===== src/design/motor_status_pkg.sv =====
// Constants for the motor driver status register bank
package motor_status_pkg;
    localparam int unsigned ADDR_W = 8;
    localparam int unsigned DATA_W = 8;
    localparam int unsigned CNT_W  = 16;
    localparam int unsigned DUTY_W = 6;

    localparam logic [ADDR_W-1:0] OFS_FAULT_STATUS    = 8'h00;
    localparam logic [ADDR_W-1:0] OFS_SPEED_ESTIMATE  = 8'h01;
    localparam logic [ADDR_W-1:0] OFS_COUNT_LOW       = 8'h02;
    localparam logic [ADDR_W-1:0] OFS_COUNT_HIGH      = 8'h03;
    localparam logic [ADDR_W-1:0] OFS_VOLTAGE_READOUT = 8'h04;
    localparam logic [ADDR_W-1:0] OFS_CURRENT_READOUT = 8'h05;
    localparam logic [ADDR_W-1:0] OFS_DUTY_READOUT    = 8'h06;

    localparam int unsigned BIT_FAULT_SUMMARY = 7;
    localparam int unsigned BIT_RESERVED      = 6;
    localparam int unsigned BIT_STALL         = 5;
    localparam int unsigned BIT_OVERCURRENT   = 4;
    localparam int unsigned BIT_OVERVOLTAGE   = 3;
    localparam int unsigned BIT_THERMAL       = 2;
    localparam int unsigned BIT_POWER_ON      = 1;
    localparam int unsigned BIT_COUNT_DONE    = 0;

    localparam logic [DATA_W-1:0] STATUS_RESET   = 8'h00;
    localparam logic [DATA_W-1:0] UNMAPPED_READ  = 8'h00;
    localparam logic [CNT_W-1:0]  COUNT_RESET    = 16'h0000;
    localparam logic [CNT_W-1:0]  COUNT_STEP     = 16'h0001;
    localparam logic [1:0]        RESERVED_DUTY  = 2'h0;
endpackage


===== src/design/motor_driver_status_regs.sv =====
// Status register bank of the motor bridge driver
`timescale 1ns/100ps
module motor_driver_status_regs
(
    input  wire logic                                   clk_sys_i,
    input  wire logic                                   rst_n_i,
    input  wire logic                                   stall_detect_i,
    input  wire logic                                   overcurrent_i,
    input  wire logic                                   overvoltage_i,
    input  wire logic                                   thermal_shutdown_i,
    input  wire logic                                   logic_supply_ok_i,
    input  wire logic                                   clear_fault_cmd_i,
    input  wire logic                                   clear_count_cmd_i,
    input  wire logic                                   ripple_pulse_i,
    input  wire logic [motor_status_pkg::CNT_W-1:0]     ripple_threshold_i,
    input  wire logic [motor_status_pkg::DATA_W-1:0]    speed_estimate_i,
    input  wire logic [motor_status_pkg::DATA_W-1:0]    motor_voltage_value_i,
    input  wire logic [motor_status_pkg::DATA_W-1:0]    motor_current_value_i,
    input  wire logic [motor_status_pkg::DUTY_W-1:0]    bridge_duty_i,
    input  wire logic                                   rd_en_i,
    input  wire logic                                   wr_en_i,
    input  wire logic [motor_status_pkg::ADDR_W-1:0]    addr_i,
    input  wire logic [motor_status_pkg::DATA_W-1:0]    wdata_i,
    output logic      [motor_status_pkg::DATA_W-1:0]    rdata_o,
    output logic                                        rvalid_o,
    output logic                                        fault_out_n_o,
    output logic                                        fault_out_n_oe_o,
    output logic                                        count_done_flag_o
);
    // Fault and latch state
    logic                                 overcurrent_flag_ff;
    logic                                 overvoltage_flag_ff;
    logic                                 thermal_shutdown_flag_ff;
    logic                                 stall_flag_ff;
    logic                                 fault_summary_ff;
    logic                                 power_on_indicator_ff;
    logic                                 count_done_flag_ff;
    logic                                 fault_pin_oe_ff;
    logic                                 fault_level_ff;
    logic                                 nxt_overcurrent_flag;
    logic                                 nxt_overvoltage_flag;
    logic                                 nxt_thermal_shutdown_flag;
    logic                                 nxt_stall_flag;
    logic                                 nxt_fault_summary;
    logic                                 nxt_power_on_indicator;
    logic                                 nxt_count_done_flag;
    logic                                 nxt_fault_pin_oe;
    logic                                 nxt_fault_level;

    // Ripple counter
    logic [motor_status_pkg::CNT_W-1:0]   ripple_total_ff;
    logic [motor_status_pkg::CNT_W-1:0]   nxt_ripple_total;

    // Read port
    logic [motor_status_pkg::DATA_W-1:0]  rdata_ff;
    logic                                 rvalid_ff;
    logic [motor_status_pkg::DATA_W-1:0]  nxt_rdata;
    logic                                 nxt_rvalid;

    // Sampled analog readouts
    logic [motor_status_pkg::DATA_W-1:0]  speed_q;
    logic [motor_status_pkg::DATA_W-1:0]  voltage_q;
    logic [motor_status_pkg::DATA_W-1:0]  current_q;
    logic [motor_status_pkg::DATA_W-1:0]  duty_q;
    logic [motor_status_pkg::DATA_W-1:0]  duty_byte;
    logic [motor_status_pkg::DATA_W-1:0]  fault_byte;

    assign duty_byte = {motor_status_pkg::RESERVED_DUTY, bridge_duty_i};

    status_byte_reg u_speed
    (
        .clk_sys_i (clk_sys_i),
        .rst_n_i   (rst_n_i),
        .value_i   (speed_estimate_i),
        .value_o   (speed_q)
    );

    // Codes pass through unscaled; linear scaling lives in the analog front end
    status_byte_reg u_voltage
    (
        .clk_sys_i (clk_sys_i),
        .rst_n_i   (rst_n_i),
        .value_i   (motor_voltage_value_i),
        .value_o   (voltage_q)
    );

    status_byte_reg u_current
    (
        .clk_sys_i (clk_sys_i),
        .rst_n_i   (rst_n_i),
        .value_i   (motor_current_value_i),
        .value_o   (current_q)
    );

    status_byte_reg u_duty
    (
        .clk_sys_i (clk_sys_i),
        .rst_n_i   (rst_n_i),
        .value_i   (duty_byte),
        .value_o   (duty_q)
    );

    // Fault flags are live levels, not sticky; summary follows in the same cycle
    always_comb
    begin
        nxt_stall_flag = stall_detect_i;
    end

    always_ff @(posedge clk_sys_i)
    begin
        if (!rst_n_i)
        begin
            stall_flag_ff <= 1'b0;
        end
        else
        begin
            stall_flag_ff <= nxt_stall_flag;
        end
    end

    always_comb
    begin
        nxt_overcurrent_flag = overcurrent_i;
    end

    always_ff @(posedge clk_sys_i)
    begin
        if (!rst_n_i)
        begin
            overcurrent_flag_ff <= 1'b0;
        end
        else
        begin
            overcurrent_flag_ff <= nxt_overcurrent_flag;
        end
    end

    always_comb
    begin
        nxt_overvoltage_flag = overvoltage_i;
    end

    always_ff @(posedge clk_sys_i)
    begin
        if (!rst_n_i)
        begin
            overvoltage_flag_ff <= 1'b0;
        end
        else
        begin
            overvoltage_flag_ff <= nxt_overvoltage_flag;
        end
    end

    always_comb
    begin
        nxt_thermal_shutdown_flag = thermal_shutdown_i;
    end

    always_ff @(posedge clk_sys_i)
    begin
        if (!rst_n_i)
        begin
            thermal_shutdown_flag_ff <= 1'b0;
        end
        else
        begin
            thermal_shutdown_flag_ff <= nxt_thermal_shutdown_flag;
        end
    end

    // Summary built from the inputs, not the flags, so it never lags them
    always_comb
    begin
        nxt_fault_summary = stall_detect_i | overcurrent_i
                          | overvoltage_i | thermal_shutdown_i;
        nxt_fault_pin_oe  = nxt_fault_summary;
        nxt_fault_level   = 1'b0;
    end

    always_ff @(posedge clk_sys_i)
    begin
        if (!rst_n_i)
        begin
            fault_summary_ff <= 1'b0;
            fault_pin_oe_ff  <= 1'b0;
            fault_level_ff   <= 1'b0;
        end
        else
        begin
            fault_summary_ff <= nxt_fault_summary;
            fault_pin_oe_ff  <= nxt_fault_pin_oe;
            fault_level_ff   <= nxt_fault_level;
        end
    end

    // Supply loss wins over a clear-fault arriving in the same cycle
    always_comb
    begin
        nxt_power_on_indicator = power_on_indicator_ff;
        if (!logic_supply_ok_i)
        begin
            nxt_power_on_indicator = 1'b0;
        end
        else if (clear_fault_cmd_i)
        begin
            nxt_power_on_indicator = 1'b1;
        end
    end

    always_ff @(posedge clk_sys_i)
    begin
        if (!rst_n_i)
        begin
            power_on_indicator_ff <= 1'b0;
        end
        else
        begin
            power_on_indicator_ff <= nxt_power_on_indicator;
        end
    end

    // Ripple count and done flag; a pulse in the clear cycle is dropped with the count
    always_comb
    begin
        nxt_ripple_total    = ripple_total_ff;
        nxt_count_done_flag = count_done_flag_ff;
        if (clear_count_cmd_i)
        begin
            nxt_ripple_total    = motor_status_pkg::COUNT_RESET;
            nxt_count_done_flag = 1'b0;
        end
        else
        begin
            if (ripple_pulse_i)
            begin
                nxt_ripple_total = ripple_total_ff + motor_status_pkg::COUNT_STEP;
            end
            if (ripple_total_ff > ripple_threshold_i)
            begin
                nxt_count_done_flag = 1'b1;
            end
        end
    end

    always_comb
    begin
        fault_byte = motor_status_pkg::STATUS_RESET;
        fault_byte[motor_status_pkg::BIT_FAULT_SUMMARY] = fault_summary_ff;
        fault_byte[motor_status_pkg::BIT_RESERVED]      = 1'b0;
        fault_byte[motor_status_pkg::BIT_STALL]         = stall_flag_ff;
        fault_byte[motor_status_pkg::BIT_OVERCURRENT]   = overcurrent_flag_ff;
        fault_byte[motor_status_pkg::BIT_OVERVOLTAGE]   = overvoltage_flag_ff;
        fault_byte[motor_status_pkg::BIT_THERMAL]       = thermal_shutdown_flag_ff;
        fault_byte[motor_status_pkg::BIT_POWER_ON]      = power_on_indicator_ff;
        fault_byte[motor_status_pkg::BIT_COUNT_DONE]    = count_done_flag_ff;
    end

    // Writes are not decoded; wr_en_i only masks a read in the same cycle, so writes cannot disturb any state
    always_comb
    begin
        nxt_rvalid = rd_en_i & ~wr_en_i;
        nxt_rdata  = rdata_ff;
        if (nxt_rvalid)
        begin
            unique case (addr_i)
                motor_status_pkg::OFS_FAULT_STATUS:    nxt_rdata = fault_byte;
                motor_status_pkg::OFS_SPEED_ESTIMATE:  nxt_rdata = speed_q;
                motor_status_pkg::OFS_COUNT_LOW:       nxt_rdata = ripple_total_ff[motor_status_pkg::DATA_W-1:0];
                motor_status_pkg::OFS_COUNT_HIGH:      nxt_rdata = ripple_total_ff[motor_status_pkg::CNT_W-1:
                                                                    motor_status_pkg::DATA_W];
                motor_status_pkg::OFS_VOLTAGE_READOUT: nxt_rdata = voltage_q;
                motor_status_pkg::OFS_CURRENT_READOUT: nxt_rdata = current_q;
                motor_status_pkg::OFS_DUTY_READOUT:    nxt_rdata = duty_q;
                default:                               nxt_rdata = motor_status_pkg::UNMAPPED_READ;
            endcase
        end
    end

    always_ff @(posedge clk_sys_i)
    begin
        if (!rst_n_i)
        begin
            count_done_flag_ff <= 1'b0;
            ripple_total_ff    <= motor_status_pkg::COUNT_RESET;
        end
        else
        begin
            count_done_flag_ff <= nxt_count_done_flag;
            ripple_total_ff    <= nxt_ripple_total;
        end
    end

    always_ff @(posedge clk_sys_i)
    begin
        if (!rst_n_i)
        begin
            rdata_ff  <= motor_status_pkg::STATUS_RESET;
            rvalid_ff <= 1'b0;
        end
        else
        begin
            rdata_ff  <= nxt_rdata;
            rvalid_ff <= nxt_rvalid;
        end
    end

    // Open drain: level held low in a flop, only the enable moves
    assign fault_out_n_o     = fault_level_ff;
    assign fault_out_n_oe_o  = fault_pin_oe_ff;
    assign rdata_o           = rdata_ff;
    assign rvalid_o          = rvalid_ff;
    assign count_done_flag_o = count_done_flag_ff;
endmodule


===== src/design/status_byte_reg.sv =====
// One read-only status byte that follows its source
`timescale 1ns/100ps
module status_byte_reg
(
    input  wire logic                                   clk_sys_i,
    input  wire logic                                   rst_n_i,
    input  wire logic [motor_status_pkg::DATA_W-1:0]    value_i,
    output logic      [motor_status_pkg::DATA_W-1:0]    value_o
);
    logic [motor_status_pkg::DATA_W-1:0] value_ff;
    logic [motor_status_pkg::DATA_W-1:0] nxt_value;

    always_comb
    begin
        nxt_value = value_i;
    end

    always_ff @(posedge clk_sys_i)
    begin
        if (!rst_n_i)
        begin
            value_ff <= motor_status_pkg::STATUS_RESET;
        end
        else
        begin
            value_ff <= nxt_value;
        end
    end

    assign value_o = value_ff;
endmodule


===== config.mk =====
export PLATFORM = sky130hd
export DESIGN_NAME = motor_driver_status_regs
export DESIGN_NICKNAME = d
export VERILOG_FILES = /design/src/design/motor_status_pkg.sv /design/src/design/motor_driver_status_regs.sv /design/src/design/status_byte_reg.sv
export SDC_FILE = /design/constraint.sdc
export NUM_CORES = 1
export LEC_CHECK = 0
export BUFFER_PORTS_ARGS = -buffer_cell sky130_fd_sc_hd__buf_4
export CAP_MARGIN = 10
export CORE_MARGIN = 2
export CORE_UTILIZATION = 30
export CTS_BUF_LIST = sky130_fd_sc_hd__clkbuf_8 sky130_fd_sc_hd__clkbuf_16
export DETAILED_ROUTE_END_ITERATION = 10
export PLACE_DENSITY = 0.53
export SYNTH_ARGS = -nofsm -noshare
export SYNTH_HDL_FRONTEND = slang
export SYNTH_SLANG_ARGS = --single-unit

===== constraint.sdc =====
create_clock -name clk_sys_i -period 5.1 [get_ports clk_sys_i]
set_input_delay 1.02 -clock clk_sys_i [delete_from_list [all_inputs] [get_ports clk_sys_i]]
set_output_delay 1.02 -clock clk_sys_i [all_outputs]
set_load 0.005 [all_outputs]

==> metrics.cfg, run 1 <==
[cells_and_area]
seqCellArea_sq_um=1240
layout_commonest_cell=buf_4
antennaDiodeCount=0
syn2layout_area_growth_pct=29.5
commonest_non_fill_non_tap_cells_in_the_layout=buf_4 (76), dfxtp_1 (62), and2_1 (36)
fill_cells=954
multi_input_comb_area_sq_um=1460
finish.net_count=468
final_cell_count_no_fill=493
final_layout_size_suffix_gt1_share_pct=26.2

[die]
design.portCount=86
effective_utilization_at_floorplan_pct=30.7
chipWidth_um=101
fp.coreArea_sq_um=9200
die_height_um=101
row_count=35
dieArea_sq_um=10200

[synthesis]
post_synth.cell_area_avg_sq_um=9.36
synthDistinctLibCells=43
total_number_of_yosys_warnings=0
async_reset_ff_share_pct=0
postSynthCellCount=302
synth.largest_area_cell=dfxtp_1
syn_nets=393
synth_area_leaders=dfxtp_1 (44%), and2_1 (8.0%), ha_1 (7.5%)
synth.ff_latch_count=62
ys.flop_type=dfxtp_1
synth_largest_type_area_fraction_pct=43.9
area_of_the_mapped_netlist_sq_um=2830
synth_edf_count=0
synth_seq_area_share_pct=43.9

[sta]
finalHoldViolCount=0
timing.final.max_slew_violations=0
skew_ns=0.00688
final.period_utilization_pct=45.2
remaining_max_slew_budget_at_the_tightest_pin_pct=54.0
actual_transition_at_the_worst_max_transition_pin_ns=0.690
grt_setup_unrepaired=false
tns_ns=0
final.setup.worst_slack_ns=2.80
setup_viol_count_final=0
finalCriticalPeriod_ns=2.30
fmax_mhz=434

[placed_design]
detailed_place_hpwl_um=5160
place.gp.congestion=0.826
place_inst=477
numPortBuffers=76
pre_cts_ws_ns=2.42

[routing]
drtIter0Drc=115
antenna_violating_nets_post_route=0
vias=2294
route.detailed.vias_per_inst=4.65
drcViolationCount=0
routed_wirelength_um=6760
wl_per_cell_um=13.7
drt_pass_1_iters=4

[worst_hold_path]
hold_path_startpoint=rdata_o[5]
min_path_cells=2
holdPathEnd=rdata_o[5]
min_path_type=reg -> reg

[worst_setup_path]
reg2reg_to=count_done_flag_o
cpPeakStageDelay_ns=0.46
cp_data_required_time_ns=5.30
critical_path.max_fanout=4
startpoint_type=input port
crit_path_cell_trace=buf_4 > inv_1 > ha_1 > nand4_1 > nor2_1 > or4_1 > a221oi_1 > a211oi_1
path_delay_family=simple AND/OR/NAND/NOR gates
cp_num_cells=8
crit_arrival_ns=2.50
worst_r2r_startpoint=ripple_total_ff[14]
reg2regPathDepth=6
timing.critical_path.to_type=flop
critical_path.slowest_cell=or4_1
critical_path_class=in -> reg
number_of_buffers_and_inverters_on_the_critical_path=2
setup.reg_to_reg.worst_slack_ns=3.18

[pwr]
power_density_over_the_cells_nw_per_um2=269
leakagePower_uw=0.00161
internal-power_uw=733
power.ir.vdd_worst_mv=0.119
seqPwrFrac_pct=51.3
p_clk_share_pct=38.4
p_switching_uw=252
switching_share_pct=25.6
power_frac_comb_pct=10.3

[clock_network]
ctsHtreeMaxLevel=3
post_cts.resized_instances=0
numCtsBuffers=9
insertion_delay_ns=0.34
cts_tree=yes
cts.root.buffer_cell=clkbuf_8
clkSinkCount=62
cts-root-to-sink-buffers=2
clkTransAtPathRegs_ns=0.08
cts_post_setup_buffers_inserted=0
cts_hold_buf=0

[grt]
first_pass_grt_wire_length_um=10800
initial_antenna_violation_count=0
grt_use_total_pct=13.9
grt_overflow=0
grt_max_degree=44
grt_pass1_vias=2205

[status]
run_status=completed

[run]
drv.max_cap_violation_count=0

## state kept, by name, summed over array words and instances (netlist names)
signal and cells:
power_on_indicator_ff 1, u_current.value_o 8, overvoltage_flag_ff 1, rdata_o 8
fault_out_n_oe_o 1, count_done_flag_o 1, overcurrent_flag_ff 1, u_voltage.value_o 8
rvalid_o 1, ripple_total_ff 16, u_duty.value_o 6, stall_flag_ff 1
thermal_shutdown_flag_ff 1, u_speed.value_o 8
## routing by layer
| metal | share of wire [%] | GRT usage, % | wire length [um] | up-vias |
|---|---|---|---|---|
| met4 | 1.4 | 5.61 | 93 | 0 |
| met1 | 48 | 19.0 | 3240 | 1032 |
| met2 | 46 | 20.9 | 3100 | 58 |
| met5 | 0 | 0 | 0 | - |
| li1 | - | - | - | 1197 |
| met3 | 4.7 | 3.54 | 320 | 7 |
## power by group through the flow
stage	combinational, uW	sequential, uW	clock, uW
2_1_floorplan	49.0	515	0
3_3_place_gp	101	516	0
3_5_place_dp	102	516	0
4_1_cts	103	505	391
5_1_grt	113	506	417
6_report	101	505	379
## cells by family after synthesis
group	count (synthesis)	synth area share [%]
multiplexers	12	4.87
other	1	0.133
XOR/XNOR	13	4.03
AND/OR/NAND/NOR	114	22.2
adder cells (fa/ha/maj)	17	7.53
buffers and inverters	32	4.47
flip-flops	62	43.9
AO/OA/AOI/OAI	51	12.8
## how the worst max path moves through the flow
stage	startpoint	end	slack [ns]
2_1_floorplan	ripple_threshold_i[14]	count_done_flag_o	2.69
3_3_place_gp	ripple_threshold_i[15]	count_done_flag_o	2.44
3_5_place_dp	ripple_threshold_i[14]	count_done_flag_o	2.42
4_1_cts	ripple_threshold_i[14]	count_done_flag_o	2.79
5_1_grt	ripple_threshold_i[14]	count_done_flag_o	2.71
6_report	ripple_threshold_i[13]	count_done_flag_o	2.80
## Yosys cell counts (2+ instances only)
| cell type | instances |
|---|---|
| dfxtp_1 | 62 |
| and2_1 | 36 |
| nor2_1 | 28 |
| inv_1 | 20 |
| ha_1 | 17 |
| a21oi_1 | 12 |
| a22oi_1 | 12 |
| nand2_1 | 12 |
| clkbuf_1 | 9 |
| mux2i_1 | 7 |
| nand4_1 | 7 |
| xor2_1 | 7 |
| nor2b_1 | 6 |
| xnor2_1 | 6 |
| o221ai_1 | 5 |
| a32o_1 | 4 |
| and3_1 | 4 |
| mux2_2 | 4 |
| nand2b_1 | 4 |
| nand3_1 | 4 |
| o21ai_0 | 4 |
| nor3_1 | 3 |
| o21ai_1 | 3 |
| a21o_1 | 2 |
| a22o_1 | 2 |
| a311oi_1 | 2 |
| buf_2 | 2 |
| nor4_1 | 2 |
| or3_1 | 2 |
## metrics by stage
step	hold slack, ns	area (sq um)	power [uW]	utilization [%]
4_1_cts	0.462	3660	998	39.8
2_1_floorplan	0.444	2830	564	-
3_3_place_gp	0.445	3480	617	37.9
6_report	0.458	3660	985	39.8
5_1_grt	0.495	3660	1040	39.8
3_5_place_dp	0.452	3480	618	37.9
## cell type report
cell class | count | area share (%)
Multi-Input combinational cell | 208 | 39.9
Sequential cell | 62 | 33.9
Timing Repair Buffer | 76 | 15.6
Tap cell | 111 | 3.80
Clock buffer | 9 | 3.39
Inverter | 20 | 2.05
Clock inverter | 7 | 1.37
## worst register-to-register path: stages, from the launching register on
cell,delay [ns]
dfxtp_1,0.43
ha_1,0.28
nand4_1,0.17
nor2_1,0.07
or4_1,0.46
a221oi_1,0.26
a211oi_1,0.11
Note: power is estimated with default switching activity, not from simulation.
==> run 2, diff against run 1 <==
==> constraint.sdc (replaced) <==
create_clock -name clk_sys_i -period 2.2 [get_ports clk_sys_i]
set_input_delay 0.44 -clock clk_sys_i [delete_from_list [all_inputs] [get_ports clk_sys_i]]
set_output_delay 0.44 -clock clk_sys_i [all_outputs]
set_load 0.005 [all_outputs]
==> metrics.cfg, run 2 (synthesis gave the netlist of run 1 again) <==
[cells_and_area]
final_layout_size_suffix_gt1_share_pct=26.4  ; +0.19 points
largest_register_ffs=16  ; unchanged
syn2layout_area_growth_pct=31.0
finish.net_count=469  ; +0.21%
antennaDiodeCount=0  ; unchanged
final_cell_count_no_fill=494  ; +0.20%
register_with_the_highest_flop_count=ripple_total_ff
layout_commonest_cell=buf_4
commonest_non_fill_non_tap_cells_in_the_layout=buf_4 (77), dfxtp_1 (62), and2_1 (36)

[sta]
setup_viol_count_final=0  ; unchanged
finalCriticalPeriod_ns=1.95
fmax_mhz=512
actual_transition_at_the_worst_max_transition_pin_ns=0.690  ; -0.0000207 ns
grt_setup_unrepaired=false
timing.final.max_slew_violations=0  ; unchanged
remaining_max_slew_budget_at_the_tightest_pin_pct=54.0  ; about the same
skew_ns=0.0163  ; +0.00941 ns
final.period_utilization_pct=88.7
finalHoldViolCount=0  ; unchanged
tns_ns=0  ; unchanged

[run]
drv.max_cap_violation_count=0  ; unchanged

[worst_setup_path]
crit_start=ripple_total_ff[14]
critical_path_class=reg -> reg
crit_arrival_ns=2.14  ; -0.36 ns
timing.critical_path.to_type=flop
timing.critical_path.to=count_done_flag_o
worst_r2r_startpoint=ripple_total_ff[14]
reg2regPathDepth=6  ; unchanged
cp_data_required_time_ns=2.38  ; -2.92 ns
critical_path.max_fanout=4  ; unchanged
startpoint_type=flop
reg2reg_to=count_done_flag_o
setup.reg_to_reg.worst_slack_ns=0.25  ; -2.93 ns

[clock_network]
cts.root.buffer_cell=clkbuf_8
cts_post_setup_buffers_inserted=0  ; unchanged
clkTransAtPathRegs_ns=0.08  ; about the same
post_cts.resized_instances=0  ; unchanged
insertion_delay_ns=0.34  ; about the same
clkSinkCount=62  ; unchanged
cts-root-to-sink-buffers=2  ; unchanged
ctsHtreeMaxLevel=3  ; unchanged
numCtsBuffers=9  ; unchanged
cts_hold_buf=0  ; unchanged
cts_tree=yes

[pwr]
switching_share_pct=23.9  ; -1.7 points
power.ir.vdd_worst_mv=0.300  ; +150%
p_clk_share_pct=42.1  ; +3.7 points
power_density_over_the_cells_nw_per_um2=657  ; +140%
p_switching_uw=581  ; +130%
power_frac_comb_pct=9.7  ; -0.6 points
internal-power_uw=1850  ; +150%
seqPwrFrac_pct=48.1  ; -3.2 points
leakagePower_uw=0.00163  ; +1.4%

[routing]
antenna_violating_nets_post_route=0  ; unchanged
wl_per_cell_um=14.0  ; +2.2%
route.detailed.vias_per_inst=4.68  ; +0.67%
drtIter0Drc=125  ; +8.7%
drt_pass_1_iters=4  ; unchanged
routed_wirelength_um=6920  ; +2.4%
drcViolationCount=0  ; unchanged
vias=2314  ; +0.87%

[grt]
grt_pass1_vias=2274  ; +3.1%
grt_overflow=0  ; unchanged
grt_use_total_pct=14.4  ; +0.48 points
grt_max_degree=36  ; -18%
first_pass_grt_wire_length_um=11300  ; +4.1%
initial_antenna_violation_count=0  ; unchanged

[die]
chipWidth_um=101  ; unchanged
die_height_um=101  ; unchanged
row_count=35  ; unchanged
fp.coreArea_sq_um=9200  ; unchanged
design.portCount=86  ; unchanged
dieArea_sq_um=10200  ; unchanged
effective_utilization_at_floorplan_pct=30.7  ; unchanged

[placed_design]
numPortBuffers=76  ; unchanged
place_inst=478  ; +0.21%
place.gp.congestion=0.839  ; +1.5%
detailed_place_hpwl_um=5330  ; +3.3%

[worst_hold_path]
min_path_type=in -> reg
min_path_cells=2  ; unchanged

[status]
run_status=completed

-- run 2: changes by cell type in the layout (fill, tap and decap cells not counted), sizes merged --
cell	change
buf	+1
bufinv	+1
clkbuf	+1
clkinvlp	-1
inv	-1
-- run 2: layout make-up --
class	instances	area [sq um]
fillers	958	5500
multi-input cells	208	1460
flip-flops and latches	62	1240
repair buffers	77	578
well taps	111	139
clock buffers	10	138
inverters	20	75.1
clock inverters	6	71.3
-- run 2: layer usage --
| metal | global-route usage, % | vias up | share of wire, % |
|---|---|---|---|
| met1 | 19.7 | 1049 | 49 |
| met2 | 22.1 | 53 | 46 |
| met3 | 2.50 | 7 | 3.5 |
| li1 | - | 1205 | - |
| met5 | 0 | - | 0 |
| met4 | 6.44 | 0 | 1.5 |
-- run 2: worst min-delay path by stage --
stage,from,end
2_1_floorplan,rdata_o[7],rdata_o[7]
4_1_cts,bridge_duty_i[2],u_duty.value_o[2]
6_report,bridge_duty_i[2],u_duty.value_o[2]
5_1_grt,speed_estimate_i[4],u_speed.value_o[4]
3_5_place_dp,rdata_o[5],rdata_o[5]
3_3_place_gp,rdata_o[1],rdata_o[1]
-- run 2: power by group through the flow --
stage	clock [uW]	sequential, uW	combinational [uW]
2_1_floorplan	0	1190	114
3_3_place_gp	0	1200	236
3_5_place_dp	0	1200	240
4_1_cts	1050	1170	240
5_1_grt	1110	1170	264
6_report	1020	1170	237
-- run 2: stage by stage --
stage                     utilization [%]  hold slack [ns]  instance area, sq um  setup slack [ns]  power [uW]
final                                40.2            0.303                  3700             0.249        2430
after floorplan                         -            0.444                  2830             0.369        1310
after global placement               38.0            0.444                  3490             0.131        1430
after CTS                            40.2            0.288                  3700             0.227        2460
after detailed placement             38.0            0.446                  3490             0.100        1440
after global routing                 40.2            0.294                  3700             0.131        2550
-- run 2: critical path: stages, from the launching register on --
cell and delay, ns:
dfxtp_1 0.44, ha_1 0.29, nand4_1 0.18, nor2_1 0.07
or4_1 0.46, a221oi_1 0.26, a211oi_1 0.11
==> run 3, diff against run 2 <==
--- a/config.mk
+++ b/config.mk
@@ -11,6 +11,7 @@
 export CORE_UTILIZATION = 30
 export CTS_BUF_LIST = sky130_fd_sc_hd__clkbuf_8 sky130_fd_sc_hd__clkbuf_16
 export DETAILED_ROUTE_END_ITERATION = 10
+export GPL_TIMING_DRIVEN = 0
 export PLACE_DENSITY = 0.53
 export SYNTH_ARGS = -nofsm -noshare
 export SYNTH_HDL_FRONTEND = slang
==> metrics.cfg, run 3 (synthesis gave the netlist of run 1 again) <==
[status]
run_status=completed

[cells_and_area]
syn2layout_area_growth_pct=32.9
layout_commonest_cell=buf_4
largest_register_ffs=16  ; unchanged
register_with_the_highest_flop_count=ripple_total_ff
antennaDiodeCount=0  ; unchanged
final_cell_count_no_fill=504  ; +2.0%
commonest_non_fill_non_tap_cells_in_the_layout=buf_4 (76), dfxtp_1 (62), and2_1 (36)
final_layout_size_suffix_gt1_share_pct=26.0  ; -0.42 points
finish.net_count=479  ; +2.1%
final_core_utilization_pct=40.8  ; +0.60 points

[clock_network]
cts.root.buffer_cell=clkbuf_8
cts-root-to-sink-buffers=2  ; unchanged
cts_post_setup_buffers_inserted=0  ; unchanged
clkSinkCount=62  ; unchanged
numCtsBuffers=9  ; unchanged
clkTransAtPathRegs_ns=0.08  ; about the same
ctsHtreeMaxLevel=3  ; unchanged
cts_tree=yes
cts_hold_buf=0  ; unchanged
post_cts.resized_instances=0  ; unchanged
insertion_delay_ns=0.34  ; about the same

[placed_design]
pre_cts_ws_ns=0.0240  ; -0.0760 ns
place.gp.congestion=0.842  ; +0.45%
detailed_place_hpwl_um=5550  ; +4.1%
numPortBuffers=75  ; -1.3%
place_inst=488  ; +2.1%

[worst_setup_path]
cp_data_required_time_ns=2.41  ; +0.03 ns
cpPeakStageDelay_ns=0.48  ; +0.02 ns
reg2regPathDepth=6  ; unchanged
crit_start=ripple_total_ff[14]
startpoint_type=flop
critical_path.slowest_cell=or4_1
worst_r2r_startpoint=ripple_total_ff[14]
crit_path_cell_trace=ha_1 > nand4_1 > nor2_1 > or4_1 > a221oi_1 > a211oi_1
crit_arrival_ns=2.21  ; +0.07 ns
critical_path.max_fanout=4  ; unchanged
critical_path_class=reg -> reg
timing.critical_path.to_type=flop

[die]
effective_utilization_at_floorplan_pct=30.7  ; unchanged
fp.coreArea_sq_um=9200  ; unchanged
die_height_um=101  ; unchanged
dieArea_sq_um=10200  ; unchanged
design.portCount=86  ; unchanged
row_count=35  ; unchanged
chipWidth_um=101  ; unchanged

[sta]
fmax_mhz=501  ; -2.3%
actual_transition_at_the_worst_max_transition_pin_ns=0.563  ; -0.127 ns
skew_ns=0.0139  ; -0.00242 ns
grt_setup_unrepaired=false
remaining_max_slew_budget_at_the_tightest_pin_pct=62.2  ; +8.2 points
finalHoldViolCount=0  ; unchanged
setup_viol_count_final=0  ; unchanged
finalCriticalPeriod_ns=2.00  ; +0.0455 ns
finalHoldWorstSlack_ns=0.298  ; -0.00492 ns
final.period_utilization_pct=90.8  ; +2.1 points
final.setup.worst_slack_ns=0.203  ; -0.0455 ns
timing.final.max_slew_violations=0  ; unchanged
tns_ns=0  ; unchanged

[grt]
grt_overflow=0  ; unchanged
grt_max_degree=14  ; -61%
grt_util_met1_pct=19.1  ; -0.64 points
grt_util_met3_pct=2.50  ; unchanged
gr-max-usage-layer=met2
grt_use_total_pct=14.6  ; +0.25 points
grt_pass1_vias=2360  ; +3.8%
first_pass_grt_wire_length_um=11300  ; +0.49%
initial_antenna_violation_count=0  ; unchanged
global_route.usage.met2_pct=23.1  ; +1.0 points

[pwr]
seqPwrFrac_pct=45.8  ; -2.3 points
internal-power_uw=1950  ; +5.2%
power_frac_comb_pct=9.5  ; -0.2 points
power.ir.vdd_worst_mv=0.242  ; -19%
leakagePower_uw=0.00166  ; +1.9%
p_clk_share_pct=44.7  ; +2.6 points
p_switching_uw=609  ; +4.8%
power_density_over_the_cells_nw_per_um2=681  ; +3.6%
switching_share_pct=23.8  ; -0.070 points

[worst_hold_path]
hold_path_startpoint=motor_voltage_value_i[3]
min_path_cells=2  ; unchanged
min_path_type=in -> reg

[routing]
drtIter0Drc=121  ; -3.2%
wl_per_cell_um=14.2  ; +1.1%
drcViolationCount=0  ; unchanged
drt_pass_1_iters=4  ; unchanged
route.detailed.vias_per_inst=4.72  ; +0.73%
antenna_violating_nets_post_route=0  ; unchanged
vias=2378  ; +2.8%
routed_wirelength_um=7140  ; +3.2%

[run]
drv.max_cap_violation_count=0  ; unchanged

-- run 3: changes by cell type in the layout (fill, tap and decap cells not counted), moves of 2 or more --
cell / change
clkinvlp_4: -2
clkbuf_1: +9
buf_2: +2
inv_6: +3
-- run 3: power by group through the flow --
stage / clock network [uW] / registers (uW) / logic (uW)
after global placement: 0 / 1200 / 243
after floorplan: 0 / 1190 / 114
after detailed placement: 0 / 1200 / 245
after global routing: 1210 / 1170 / 270
final: 1140 / 1170 / 244
after CTS: 1160 / 1170 / 246
-- run 3: routing by layer --
| metal | share of wire [%] | wire [um] |
|---|---|---|
| met5 | 0 | 0 |
| met4 | 2.3 | 165 |
| met3 | 3.1 | 219 |
| met2 | 45 | 3230 |
| met1 | 49 | 3530 |
-- run 3: layout make-up --
class,count,area (sq um)
Buffer,12,51.3
Clock buffer,9,124
Clock inverter,7,104
Fill cell,946,5440
Inverter,20,75.1
Multi-Input combinational cell,208,1460
Sequential cell,62,1240
Tap cell,111,139
Timing Repair Buffer,75,563
-- run 3: per-stage QoR --
step                area [sq um]  total power (uW)
global placement            3530              1440
CTS                         3750              2580
global route                3750              2660
floorplan                   2830              1310
finish                      3750              2560
detailed placement          3530              1440
-- run 3: final timing paths --
kind	to	slack (ns)
worst max-delay path	count_done_flag_o	0.20
worst min-delay path	u_voltage.value_o[3]	0.30
worst max register to register	count_done_flag_o	0.20
worst min register to register	rdata_o[7]	0.46
-- run 3: critical path: cells and delay by family, from the launching register on --
kind	cells	cell delay, ns
AND/OR/NAND/NOR	3	0.73
AO/OA/AOI/OAI	2	0.46
flip-flops	1	0.42
adder cells (fa/ha/maj)	1	0.27
